<file path="src/rtl/rdc_map.svh">
// Register indices, field positions and timing figures of the ramp/readback controller
// Notes on behaviour
// - Delayed-start bit holds off ramp start
// - Plain delay lasts delay word PHASE_DETECTOR periods
// - Slow delay lasts first divider times word
// - Between-ramps bit inserts delay between sawtooth or triangle ramps
// - Fast lock during first between-ramps delay
// - Fast ramp: triangle with separate slopes
// - Up ramp uses set 0, down set 1
// - Ramp-complete on output pin when selected
// - External trigger advances exactly one step
// - Trigger rising edge interrupts; readback selectable
// - Interrupt mode off, continue or stop
// - Readback valid only while ramp runs
// - Interrupt captures 37-bit divider value
// - Bits shift on serial clock rising edge
// - Integer write starts fast-lock interval
// - Interval uses both clock divider words
// - Fast lock ignored while ramp active
// - Divider fast lock boosts pump, sets switches
// - Each interval adds shifted deviation word, subtracts it on triangle down slope
`ifndef RDC_MAP_SVH
`define RDC_MAP_SVH
`define RDC_ADDR_W 6
`define RDC_IDX_R0 4'h0
`define RDC_IDX_R1 4'h1
`define RDC_IDX_R2 4'h2
`define RDC_IDX_R3 4'h3
`define RDC_IDX_R4 4'h4
`define RDC_IDX_R5 4'h5
`define RDC_IDX_R6 4'h6
`define RDC_IDX_R7 4'h7
`define RDC_IDX_STAT 4'h8
`define RDC_IDX_CAPL 4'h9
`define RDC_IDX_CAPH 4'hA
`define RDC_REG_RST 32'h0000_0000
`define RDC_F_START 31
`define RDC_F_MUX 30:27
`define RDC_F_INT 26:15
`define RDC_F_FRACM 14:3
`define RDC_F_FRACL 15:3
`define RDC_F_CLK1 14:3
`define RDC_F_TYPE 11:10
`define RDC_F_RBSEL 25:21
`define RDC_F_FLMODE 20:19
`define RDC_F_CLK2 18:7
`define RDC_F_CDSEL 6
`define RDC_F_DEV 18:3
`define RDC_F_DOFS 22:19
`define RDC_F_SETSEL 23
`define RDC_F_IMODE 27:26
`define RDC_F_EXTSTEP 29
`define RDC_F_STEPS 22:3
`define RDC_F_DLY 14:3
`define RDC_F_DLYEN 15
`define RDC_F_DLYCLK 16
`define RDC_F_BTWEN 17
`define RDC_F_BTWFL 18
`define RDC_F_FASTR 19
`define RDC_MUX_STATUS 4'hF
`define RDC_RB_DONE 5'h03
`define RDC_RB_RDBK 5'h02
`define RDC_IM_OFF 2'h0
`define RDC_IM_STOP 2'h3
`define RDC_TYPE_SAW 2'h0
`define RDC_TYPE_TRI 2'h1
`define RDC_TYPE_SSAW 2'h2
`define RDC_TYPE_SBURST 2'h3
`define RDC_FL_OFF 2'h0
`define RDC_FL_DIVMODE 2'h1
`define RDC_RB_BITS 37
`define RDC_CLK_MHZ 125
`define RDC_PFD_MHZ 25
`define RDC_PFD_DIV (`RDC_CLK_MHZ / `RDC_PFD_MHZ)
`endif

</file>
<file path="src/rtl/rdc_pkg.sv">
// Types shared by the ramp/readback controller
package rdc_pkg;
  typedef enum logic [5:0] {
    ST_IDLE = 6'h01,
    ST_SDLY = 6'h02,
    ST_RUN = 6'h04,
    ST_BTW = 6'h08,
    ST_HOLD = 6'h10,
    ST_HALT = 6'h20
  } rdc_state_t;
endpackage

</file>
<file path="src/rtl/rdc_ramp_ctrl.sv">
// Ramp sequencer, delays, interrupt readback and fast-lock timer
//
// The register offsets and strobed register access were chosen for this implementation.
`timescale 1ns/1ps
`include "rdc_map.svh"
module rdc_ramp_ctrl import rdc_pkg::*; #(
  parameter int PFD_DIV = `RDC_PFD_DIV
) (
  input logic core_clk,
  input logic arst_n,
  input logic [`RDC_ADDR_W-1:0] reg_addr,
  input logic [31:0] reg_wdata,
  input logic reg_wr,
  input logic reg_rd,
  output logic [31:0] reg_rdata,
  input logic step_trigger,
  input logic readback_sclk,
  output logic multiplexed_output_pin,
  output logic ramp_active,
  output logic ramp_complete,
  output logic [`RDC_RB_BITS-1:0] divider_value,
  output logic fast_lock_active,
  output logic cp_boost_x16,
  output logic first_switch_gnd,
  output logic second_switch_cp
);
  logic [1:0] rst_sync_r;
  logic [7:0] pdiv_r;
  logic [31:0] regs_r [0:7];
  logic [11:0] clk2_r [0:1];
  logic [15:0] dev_r [0:1];
  logic [3:0] ofs_r [0:1];
  logic [19:0] steps_r [0:1];
  logic [3:0] idx;
  rdc_state_t state_r;
  logic [19:0] cnt_r;
  logic [23:0] tmr_val_r, step_cur, step_flip, dly_val, fl_val;
  logic [`RDC_RB_BITS-1:0] n_r, cap_r, delta, base_w, base_r;
  logic rst_n, pfd_tick, wr0, trig_d_r, trig_rise, cap_valid_r, dir_r, rst_pend_r;
  logic first_btw_r, btw_fl_r, tmr_ld_r, tmr_done, rc_r, fl_busy, fl_sw_r, fast_ramp;
  logic set_cur, set_flip, ext_step, ramp_on, cap_ev, halt_ev, step_ev, last_step;
  logic fl_start, rb_bit, sel_done, sel_rdbk;

  // Reset enters asynchronously, is released through two flops
  always_ff @(posedge core_clk or negedge arst_n) begin
    if (!arst_n) begin
      rst_sync_r <= 2'h0;
    end else begin
      rst_sync_r <= {rst_sync_r[0], 1'b1};
    end
  end
  assign rst_n = rst_sync_r[1];

  // Phase detector rate as one-cycle enable
  always_ff @(posedge core_clk or negedge rst_n) begin
    if (!rst_n) begin
      pdiv_r <= 8'h00;
    end else if (pfd_tick) begin
      pdiv_r <= 8'h00;
    end else begin
      pdiv_r <= pdiv_r + 8'h01;
    end
  end
  assign pfd_tick = (pdiv_r == 8'(PFD_DIV - 1));

  assign idx = reg_addr[`RDC_ADDR_W-1:2];
  assign wr0 = reg_wr && (idx == `RDC_IDX_R0);

  // Register file; set 0/1 copies selected by the select bits of each write
  always_ff @(posedge core_clk or negedge rst_n) begin
    if (!rst_n) begin
      for (int i = 0; i < 8; i++) begin
        regs_r[i] <= `RDC_REG_RST;
      end
      for (int s = 0; s < 2; s++) begin
        clk2_r[s] <= '0;
        dev_r[s] <= '0;
        ofs_r[s] <= '0;
        steps_r[s] <= '0;
      end
    end else if (reg_wr && !idx[3]) begin
      regs_r[idx[2:0]] <= reg_wdata;
      if (idx == `RDC_IDX_R4) begin
        clk2_r[reg_wdata[`RDC_F_CDSEL]] <= reg_wdata[`RDC_F_CLK2];
      end
      if (idx == `RDC_IDX_R5) begin
        dev_r[reg_wdata[`RDC_F_SETSEL]] <= reg_wdata[`RDC_F_DEV];
        ofs_r[reg_wdata[`RDC_F_SETSEL]] <= reg_wdata[`RDC_F_DOFS];
      end
      if (idx == `RDC_IDX_R6) begin
        steps_r[reg_wdata[`RDC_F_SETSEL]] <= reg_wdata[`RDC_F_STEPS];
      end
    end
  end

  always_ff @(posedge core_clk or negedge rst_n) begin
    if (!rst_n) begin
      reg_rdata <= 32'h0000_0000;
    end else if (reg_rd) begin
      case (idx)
        `RDC_IDX_R0, `RDC_IDX_R1, `RDC_IDX_R2, `RDC_IDX_R3,
        `RDC_IDX_R4, `RDC_IDX_R5, `RDC_IDX_R6, `RDC_IDX_R7: reg_rdata <= regs_r[idx[2:0]];
        `RDC_IDX_STAT: reg_rdata <= {23'h0, cap_valid_r, fast_lock_active, dir_r, state_r};
        `RDC_IDX_CAPL: reg_rdata <= cap_r[31:0];
        `RDC_IDX_CAPH: reg_rdata <= {27'h0, cap_r[`RDC_RB_BITS-1:32]};
        default: reg_rdata <= 32'h0000_0000;
      endcase
    end else begin
      reg_rdata <= 32'h0000_0000;
    end
  end

  always_ff @(posedge core_clk or negedge rst_n) begin
    if (!rst_n) begin
      trig_d_r <= 1'b0;
    end else begin
      trig_d_r <= step_trigger;
    end
  end
  assign trig_rise = step_trigger && !trig_d_r;

  // Set 1 only on the down slope of a fast ramp
  assign fast_ramp = regs_r[7][`RDC_F_FASTR] &&
                     (regs_r[3][`RDC_F_TYPE] == `RDC_TYPE_TRI);
  assign set_cur = fast_ramp && dir_r;
  assign set_flip = fast_ramp && !dir_r;
  assign step_cur = regs_r[2][`RDC_F_CLK1] * clk2_r[set_cur];
  assign step_flip = regs_r[2][`RDC_F_CLK1] * clk2_r[set_flip];
  assign dly_val = regs_r[7][`RDC_F_DLYCLK] ?
                   regs_r[2][`RDC_F_CLK1] * regs_r[7][`RDC_F_DLY] :
                   {12'h000, regs_r[7][`RDC_F_DLY]};
  assign delta = {{21{dev_r[set_cur][15]}}, dev_r[set_cur]} << ofs_r[set_cur];
  assign base_w = {reg_wdata[`RDC_F_INT], reg_wdata[`RDC_F_FRACM], regs_r[1][`RDC_F_FRACL]};
  assign ext_step = regs_r[5][`RDC_F_EXTSTEP];
  assign ramp_on = (state_r != ST_IDLE) && (state_r != ST_HALT);
  assign cap_ev = trig_rise && ramp_on && (regs_r[5][`RDC_F_IMODE] != `RDC_IM_OFF);
  assign halt_ev = cap_ev && (regs_r[5][`RDC_F_IMODE] == `RDC_IM_STOP);
  assign step_ev = (state_r == ST_RUN) && !halt_ev &&
                   (ext_step ? trig_rise : tmr_done);
  assign last_step = (cnt_r == steps_r[set_cur] - 20'h00001);

  // Ramp sequencer
  always_ff @(posedge core_clk or negedge rst_n) begin
    if (!rst_n) begin
      state_r <= ST_IDLE;
      n_r <= '0;
      base_r <= '0;
      dir_r <= 1'b0;
      cnt_r <= '0;
      rst_pend_r <= 1'b0;
      first_btw_r <= 1'b0;
      btw_fl_r <= 1'b0;
      tmr_ld_r <= 1'b0;
      tmr_val_r <= '0;
      rc_r <= 1'b0;
    end else begin
      tmr_ld_r <= 1'b0;
      if (wr0) begin
        n_r <= base_w;
        base_r <= base_w;
        dir_r <= 1'b0;
        cnt_r <= '0;
        rst_pend_r <= 1'b0;
        first_btw_r <= 1'b1;
        btw_fl_r <= 1'b0;
        rc_r <= 1'b0;
        if (reg_wdata[`RDC_F_START]) begin
          tmr_ld_r <= 1'b1;
          if (regs_r[7][`RDC_F_DLYEN]) begin
            state_r <= ST_SDLY;
            tmr_val_r <= dly_val;
          end else begin
            state_r <= ST_RUN;
            tmr_val_r <= step_cur;
          end
        end else begin
          state_r <= ST_IDLE;
        end
      end else begin
        case (state_r)
          ST_SDLY: begin
            if (tmr_done) begin
              state_r <= ST_RUN;
              tmr_ld_r <= 1'b1;
              tmr_val_r <= step_cur;
            end
          end
          ST_RUN: begin
            if (halt_ev) begin
              state_r <= ST_HALT;
            end else if (step_ev) begin
              rc_r <= 1'b0;
              tmr_ld_r <= 1'b1;
              tmr_val_r <= step_cur;
              if (rst_pend_r) begin
                n_r <= base_r;
                cnt_r <= '0;
                rst_pend_r <= 1'b0;
                if (regs_r[3][`RDC_F_TYPE] == `RDC_TYPE_SSAW) begin
                  state_r <= ST_HOLD;
                end else if (regs_r[7][`RDC_F_BTWEN]) begin
                  state_r <= ST_BTW;
                  tmr_val_r <= dly_val;
                  btw_fl_r <= first_btw_r && regs_r[7][`RDC_F_BTWFL];
                  first_btw_r <= 1'b0;
                end
              end else begin
                n_r <= dir_r ? n_r - delta : n_r + delta;
                cnt_r <= last_step ? '0 : cnt_r + 20'h00001;
                if (last_step) begin
                  rc_r <= 1'b1;
                  case (regs_r[3][`RDC_F_TYPE])
                    `RDC_TYPE_TRI: begin
                      dir_r <= !dir_r;
                      tmr_val_r <= step_flip;
                      if (regs_r[7][`RDC_F_BTWEN]) begin
                        state_r <= ST_BTW;
                        tmr_val_r <= dly_val;
                        btw_fl_r <= first_btw_r && regs_r[7][`RDC_F_BTWFL];
                        first_btw_r <= 1'b0;
                      end
                    end
                    `RDC_TYPE_SBURST: state_r <= ST_HOLD;
                    default: rst_pend_r <= 1'b1;
                  endcase
                end
              end
            end
          end
          ST_BTW: begin
            if (tmr_done) begin
              state_r <= ST_RUN;
              btw_fl_r <= 1'b0;
              tmr_ld_r <= 1'b1;
              tmr_val_r <= step_cur;
            end
          end
          ST_HOLD, ST_HALT, ST_IDLE: begin
            state_r <= state_r;
          end
          default: state_r <= ST_IDLE;
        endcase
      end
    end
  end

  rdc_interval_cnt #(.W(24)) u_ramp_tmr (
    .clk(core_clk),
    .rst_n(rst_n),
    .tick(pfd_tick),
    .load(tmr_ld_r),
    .clr(wr0),
    .load_val(tmr_val_r),
    .busy(),
    .done(tmr_done)
  );

  // Capture the divider on an interrupt; only meaningful with a running ramp
  always_ff @(posedge core_clk or negedge rst_n) begin
    if (!rst_n) begin
      cap_r <= '0;
      cap_valid_r <= 1'b0;
    end else if (cap_ev) begin
      cap_r <= n_r;
      cap_valid_r <= 1'b1;
    end else if (wr0) begin
      cap_valid_r <= 1'b0;
    end
  end

  rdc_readback_shift #(.W(`RDC_RB_BITS)) u_rb (
    .clk(core_clk),
    .rst_n(rst_n),
    .load(cap_ev),
    .load_word(n_r),
    .sclk(readback_sclk),
    .bit_out(rb_bit)
  );

  // Fast-lock timer; a start write or a running ramp suppresses it
  assign fl_val = regs_r[2][`RDC_F_CLK1] * regs_r[4][`RDC_F_CLK2];
  assign fl_start = wr0 && !reg_wdata[`RDC_F_START] && (state_r == ST_IDLE) &&
                    (regs_r[4][`RDC_F_FLMODE] != `RDC_FL_OFF);

  rdc_interval_cnt #(.W(24)) u_fl_tmr (
    .clk(core_clk),
    .rst_n(rst_n),
    .tick(pfd_tick),
    .load(fl_start),
    .clr(wr0 && reg_wdata[`RDC_F_START]),
    .load_val(fl_val),
    .busy(fl_busy),
    .done()
  );

  always_ff @(posedge core_clk or negedge rst_n) begin
    if (!rst_n) begin
      fl_sw_r <= 1'b0;
      fast_lock_active <= 1'b0;
    end else begin
      fl_sw_r <= btw_fl_r ||
                 (fl_busy && regs_r[4][`RDC_F_FLMODE] == `RDC_FL_DIVMODE);
      fast_lock_active <= fl_busy || btw_fl_r;
    end
  end
  assign cp_boost_x16 = fl_sw_r;
  assign first_switch_gnd = fl_sw_r;
  assign second_switch_cp = fl_sw_r;

  assign sel_done = (regs_r[0][`RDC_F_MUX] == `RDC_MUX_STATUS) &&
                    (regs_r[4][`RDC_F_RBSEL] == `RDC_RB_DONE);
  assign sel_rdbk = (regs_r[0][`RDC_F_MUX] == `RDC_MUX_STATUS) &&
                    (regs_r[4][`RDC_F_RBSEL] == `RDC_RB_RDBK);

  always_ff @(posedge core_clk or negedge rst_n) begin
    if (!rst_n) begin
      multiplexed_output_pin <= 1'b0;
    end else begin
      multiplexed_output_pin <= (sel_done && rc_r) || (sel_rdbk && rb_bit);
    end
  end

  assign ramp_active = (state_r != ST_IDLE);
  assign ramp_complete = rc_r;
  assign divider_value = n_r;

  start_delay_a: assert property (@(posedge core_clk) disable iff (!rst_n)
    wr0 && reg_wdata[`RDC_F_START] && regs_r[7][`RDC_F_DLYEN] |=> state_r == ST_SDLY)
    else $error("delayed start not entered");
  plain_delay_a: assert property (@(posedge core_clk) disable iff (!rst_n)
    tmr_ld_r && (state_r == ST_SDLY || state_r == ST_BTW) && !regs_r[7][`RDC_F_DLYCLK]
    |-> tmr_val_r == {12'h000, regs_r[7][`RDC_F_DLY]})
    else $error("plain delay count wrong");
  slow_delay_a: assert property (@(posedge core_clk) disable iff (!rst_n)
    tmr_ld_r && (state_r == ST_SDLY || state_r == ST_BTW) && regs_r[7][`RDC_F_DLYCLK]
    |-> tmr_val_r == regs_r[2][`RDC_F_CLK1] * regs_r[7][`RDC_F_DLY])
    else $error("scaled delay count wrong");
  ext_hold_a: assert property (@(posedge core_clk) disable iff (!rst_n)
    state_r == ST_RUN && ext_step && !trig_rise && !wr0 |=> $stable(n_r))
    else $error("divider moved without external trigger");
  stop_sweep_a: assert property (@(posedge core_clk) disable iff (!rst_n)
    halt_ev && !wr0 |=> state_r == ST_HALT ##1 ($past(wr0) || state_r == ST_HALT))
    else $error("stop interrupt did not halt sweep");
  capture_word_a: assert property (@(posedge core_clk) disable iff (!rst_n)
    cap_ev |=> cap_r == $past(n_r) && cap_valid_r)
    else $error("interrupt capture mismatch");
  done_mux_a: assert property (@(posedge core_clk) disable iff (!rst_n)
    sel_done |=> multiplexed_output_pin == $past(rc_r))
    else $error("ramp complete not on output pin");
  fl_ramp_off_a: assert property (@(posedge core_clk) disable iff (!rst_n)
    state_r != ST_IDLE |-> !fl_busy)
    else $error("fast lock running during ramp");
  fl_switch_a: assert property (@(posedge core_clk) disable iff (!rst_n)
    fl_busy && regs_r[4][`RDC_F_FLMODE] == `RDC_FL_DIVMODE
    |=> cp_boost_x16 && first_switch_gnd && second_switch_cp)
    else $error("fast lock switches not set");

  tri_turn_c: cover property (@(posedge core_clk) disable iff (!rst_n)
    step_ev && last_step && fast_ramp);
  btw_delay_c: cover property (@(posedge core_clk) disable iff (!rst_n)
    state_r == ST_BTW && btw_fl_r);
  capture_c: cover property (@(posedge core_clk) disable iff (!rst_n) cap_ev && sel_rdbk);
  fast_lock_c: cover property (@(posedge core_clk) disable iff (!rst_n) fl_start);
endmodule

</file>
<file path="src/rtl/rdc_interval_cnt.sv">
// Down counter of PHASE_DETECTOR ticks for delay, step and fast-lock intervals
`timescale 1ns/1ps
module rdc_interval_cnt import rdc_pkg::*; #(
  parameter int W = 24
) (
  input logic clk,
  input logic rst_n,
  input logic tick,
  input logic load,
  input logic clr,
  input logic [W-1:0] load_val,
  output logic busy,
  output logic done
);
  logic [W-1:0] cnt_r;

  // Zero word would never expire, so it counts as one tick
  always_ff @(posedge clk or negedge rst_n) begin
    if (!rst_n) begin
      cnt_r <= '0;
    end else if (clr) begin
      cnt_r <= '0;
    end else if (load) begin
      cnt_r <= (load_val == '0) ? W'(1) : load_val;
    end else if (tick && cnt_r != '0) begin
      cnt_r <= cnt_r - W'(1);
    end
  end

  assign busy = (cnt_r != '0);
  assign done = tick && (cnt_r == W'(1)) && !load && !clr;

  done_after_tick_a: assert property (@(posedge clk) disable iff (!rst_n)
    done |=> !busy)
    else $error("interval counter still busy after done");
endmodule

</file>
<file path="src/rtl/rdc_readback_shift.sv">
// Serial shifter presenting the captured divider word on the output pin
`timescale 1ns/1ps
`include "rdc_map.svh"
module rdc_readback_shift import rdc_pkg::*; #(
  parameter int W = `RDC_RB_BITS
) (
  input logic clk,
  input logic rst_n,
  input logic load,
  input logic [W-1:0] load_word,
  input logic sclk,
  output logic bit_out
);
  logic [W-1:0] sh_r;
  logic sclk_d_r;
  logic sclk_rise;

  assign sclk_rise = sclk && !sclk_d_r;

  always_ff @(posedge clk or negedge rst_n) begin
    if (!rst_n) begin
      sclk_d_r <= 1'b0;
    end else begin
      sclk_d_r <= sclk;
    end
  end

  // MSB first; each bit changes after a rising serial edge, stable for the falling one
  always_ff @(posedge clk or negedge rst_n) begin
    if (!rst_n) begin
      sh_r <= '0;
      bit_out <= 1'b0;
    end else if (load) begin
      sh_r <= load_word;
      bit_out <= 1'b0;
    end else if (sclk_rise) begin
      bit_out <= sh_r[W-1];
      sh_r <= {sh_r[W-2:0], 1'b0};
    end
  end

  shift_on_rise_a: assert property (@(posedge clk) disable iff (!rst_n)
    sclk_rise && !load |=> bit_out == $past(sh_r[W-1]))
    else $error("readback bit not shifted on serial rising edge");
endmodule

</file>
<file path="config.mk">
export PLATFORM = sky130hd
export DESIGN_NAME = rdc_ramp_ctrl
export DESIGN_NICKNAME = d
export VERILOG_FILES = /design/src/rtl/rdc_pkg.sv /design/src/rtl/rdc_ramp_ctrl.sv /design/src/rtl/rdc_interval_cnt.sv /design/src/rtl/rdc_readback_shift.sv
export VERILOG_INCLUDE_DIRS = /design/src /design/src/rtl
export SDC_FILE = /design/constraint.sdc
export NUM_CORES = 2
export LEC_CHECK = 0
export BUFFER_PORTS_ARGS = -buffer_cell sky130_fd_sc_hd__clkbuf_2
export CAP_MARGIN = 20
export CORE_MARGIN = 8
export CORE_UTILIZATION = 50
export DETAILED_ROUTE_END_ITERATION = 8
export GPL_TIMING_DRIVEN = 0
export MAX_ROUTING_LAYER = met4
export PLACE_DENSITY = 0.66
export SLEW_MARGIN = 20
export SYNTH_ARGS = -nofsm -noshare
export SYNTH_HDL_FRONTEND = slang
export SYNTH_HIERARCHICAL = 1
export SYNTH_SLANG_ARGS = --single-unit
</file>
<file path="constraint.sdc">
create_clock -name core_clk -period 27.8 [get_ports core_clk]
set_input_delay 0 -clock core_clk [delete_from_list [all_inputs] [get_ports core_clk]]
set_output_delay 0 -clock core_clk [all_outputs]
set_load 0.005 [all_outputs]
</file>
==> out/results.txt <==
Finish-stage setup viols - 0
Final core utilization - 55.7%
Final Hold Vio Count - 0
Detailed-route DRC error count - 0
Vias in the first global route - 45,700
Iter 0 DRT Violations - 5,649
Syn. warnings - 6
Setup TNS - 0 ps
FF/Latch Area - 0.0165 mm^2
DR WL/cell - 25.8 um
H-Tree Level Count - 3
Slew Viols, Final - 0
Clock sinks - 661
Area of the multi-input gates - 0.0349 mm^2
Status - finished, final reports clean
Gr ovfl total - 0
CP max stage cell - xor2_1
Die area - 0.121 mm^2
Normalized max-slew margin - 18.8%
Fin cells - 7,563
Fmax - 110 MHz
Clk Latency, worst-skew pair - 670 ps
Final min period - 9110 ps
Delay-heaviest family, CP - adder cells
Number of filler cells placed in the layout - 9,766
Req. time, crit path - 28,390 ps
Most common cell after layout, fill and taps aside - nand2_1
Cell mode on critical path - fa_1
Worst r2r path cells - 28
Leakage power - 28.7 nW
Die Height - 348 um
Core Region - 0.109 mm^2
Worst-Margin Slew - 1220 ps
Routed wire length - 195 mm
Final Skew - 23.7 ps
RSZ-0062 raised after global routing - false
Post-Synthesis Cells - 5,846
I/O Pins - 120
Hold Crit Class - input port to flop
Dpl hpwl - 151 mm
Post-DRT Antenna Nets - 0
Row Count - 121
Worst Setup Start Kind - flop
Max Cap Viol - 0
CTS tree - built
Gr usage total - 32.7%
Root buf cell - clkbuf_16
Post-cts sizing count - 0
Design area - 0.0607 mm^2
Post-Place Cell Area - 0.0578 mm^2
Largest net degree at the start of global routing - 59
Clock Path Buffers - 3
Cell count along the critical path - 28
Place WS - 18,870 ps
Most frequent cells in the layout - 1,036 x nand2_1, 659 x dfrtp_1, 562 x inv_1
Worst setup slack after layout - 18,690 ps
Port Buf Inserts - 113
Drt via density - 6.16
First-pass DRT Iterations - 7
Post-Syn Area - 0.0551 mm^2
Syn Nets - 6,585
Nature of the critical path endpoint - flop
Hold path cells - 2
Critical path class - flop to flop
Initial antenna violation count - 4
PwrDens - 133 mW/mm^2
Crit path largest cell delay - 670 ps
Syn_area_per_cell - 9.42 um^2
Starting Density - 50.5%
Worst-path clk slew - 60 ps
Synth-to-layout area growth - 10.2%
First-pass GRT wire length - 294 mm
Via count - 46,600
CP Buf/Inv Count - 9
Layout cell share with drive strength beyond 1 - 12.6%
Critical Path AT - 9700 ps
CP Max Fanout - 10
Die width - 348 um
Final GP Congestion - 1.04
Max VDD drop - 0.000122 V
Fin crit share - 32.8%
Nets - 6,829
Cts bufs inserted - 76
Dpl cells - 7,387
## path summary, 6_finish.rpt
path / end / from / slack (ps)
min in group asynchronous: rst_sync_r[1] / arst_n / 180
max in group asynchronous: state_r[0] / rst_sync_r[1] / 25740
setup reg to reg: tmr_val_r[22] / regs_r[138] / 18690
hold / removal: trig_d_r / step_trigger / 50
hold reg to reg: rst_sync_r[1] / rst_sync_r[0] / 350
setup / recovery: tmr_val_r[22] / regs_r[138] / 18690
## metal layers
metal | track usage [%] | part of all wire [%]
met1 | 45.7 | 42
met2 | 46.9 | 43
met5 | - | 0
met3 | 6.54 | 10
met4 | 12.6 | 4.6
## state kept, by name, indices dropped and copies added, names as in the netlist, 13 cells and up
name / cells
steps_r: 40
reg_rdata: 32
regs_r: 242
dev_r: 32
base_r: 37
cnt_r: 20
clk2_r: 24
u_rb/sh_r: 37
base_w: 13
tmr_val_r: 24
cap_r: 37
u_ramp_tmr/cnt_r: 24
divider_value: 37
u_fl_tmr/cnt_r: 24
## through the flow
step	hold WS [ps]	power [mW]
6_report	52.5	8.05
3_3_place_gp	-214	6.76
5_1_grt	58.2	8.61
2_1_floorplan	-296	5.05
4_1_cts	22.4	7.89
3_5_place_dp	-213	6.82
## what timing repair did
action / 4_1_cts / 5_1_grt
setup buffers: 0 / 0
endpoints found under the hold margin: 225 / 0
hold buffers: 39 / 0
## power breakdown
part	total [mW]	internal, mW	switching (mW)
Combinational	5.52	2.06	3.46
Clock	1.02	0.585	0.439
Sequential	1.51	1.21	0.298
## layout make-up
type                       instances  share of cell area (%)
buffer                           347                    2.47
tap                             1414                    2.92
timing repair buffer             166                    2.15
clock buffer                     103                    3.47
multi-input combinational       4272                    57.6
antenna                            2                 0.00825
sequential                       661                    27.3
clock inverter                    32                   0.656
inverter                         566                    3.50
## worst register-to-register path: cells and delay by family (launching register included)
| family | cells | cell delay [ps] |
|---|---|---|
| adder cells (fa/ha/maj) | 6 | 2860 |
| AO/OA/AOI/OAI | 6 | 1590 |
| buffers and inverters | 9 | 2230 |
| AND/OR/NAND/NOR | 6 | 1310 |
| flip-flops | 1 | 350 |
| XOR/XNOR | 1 | 670 |
No activity file was read; power rests on OpenSTA's default activity.
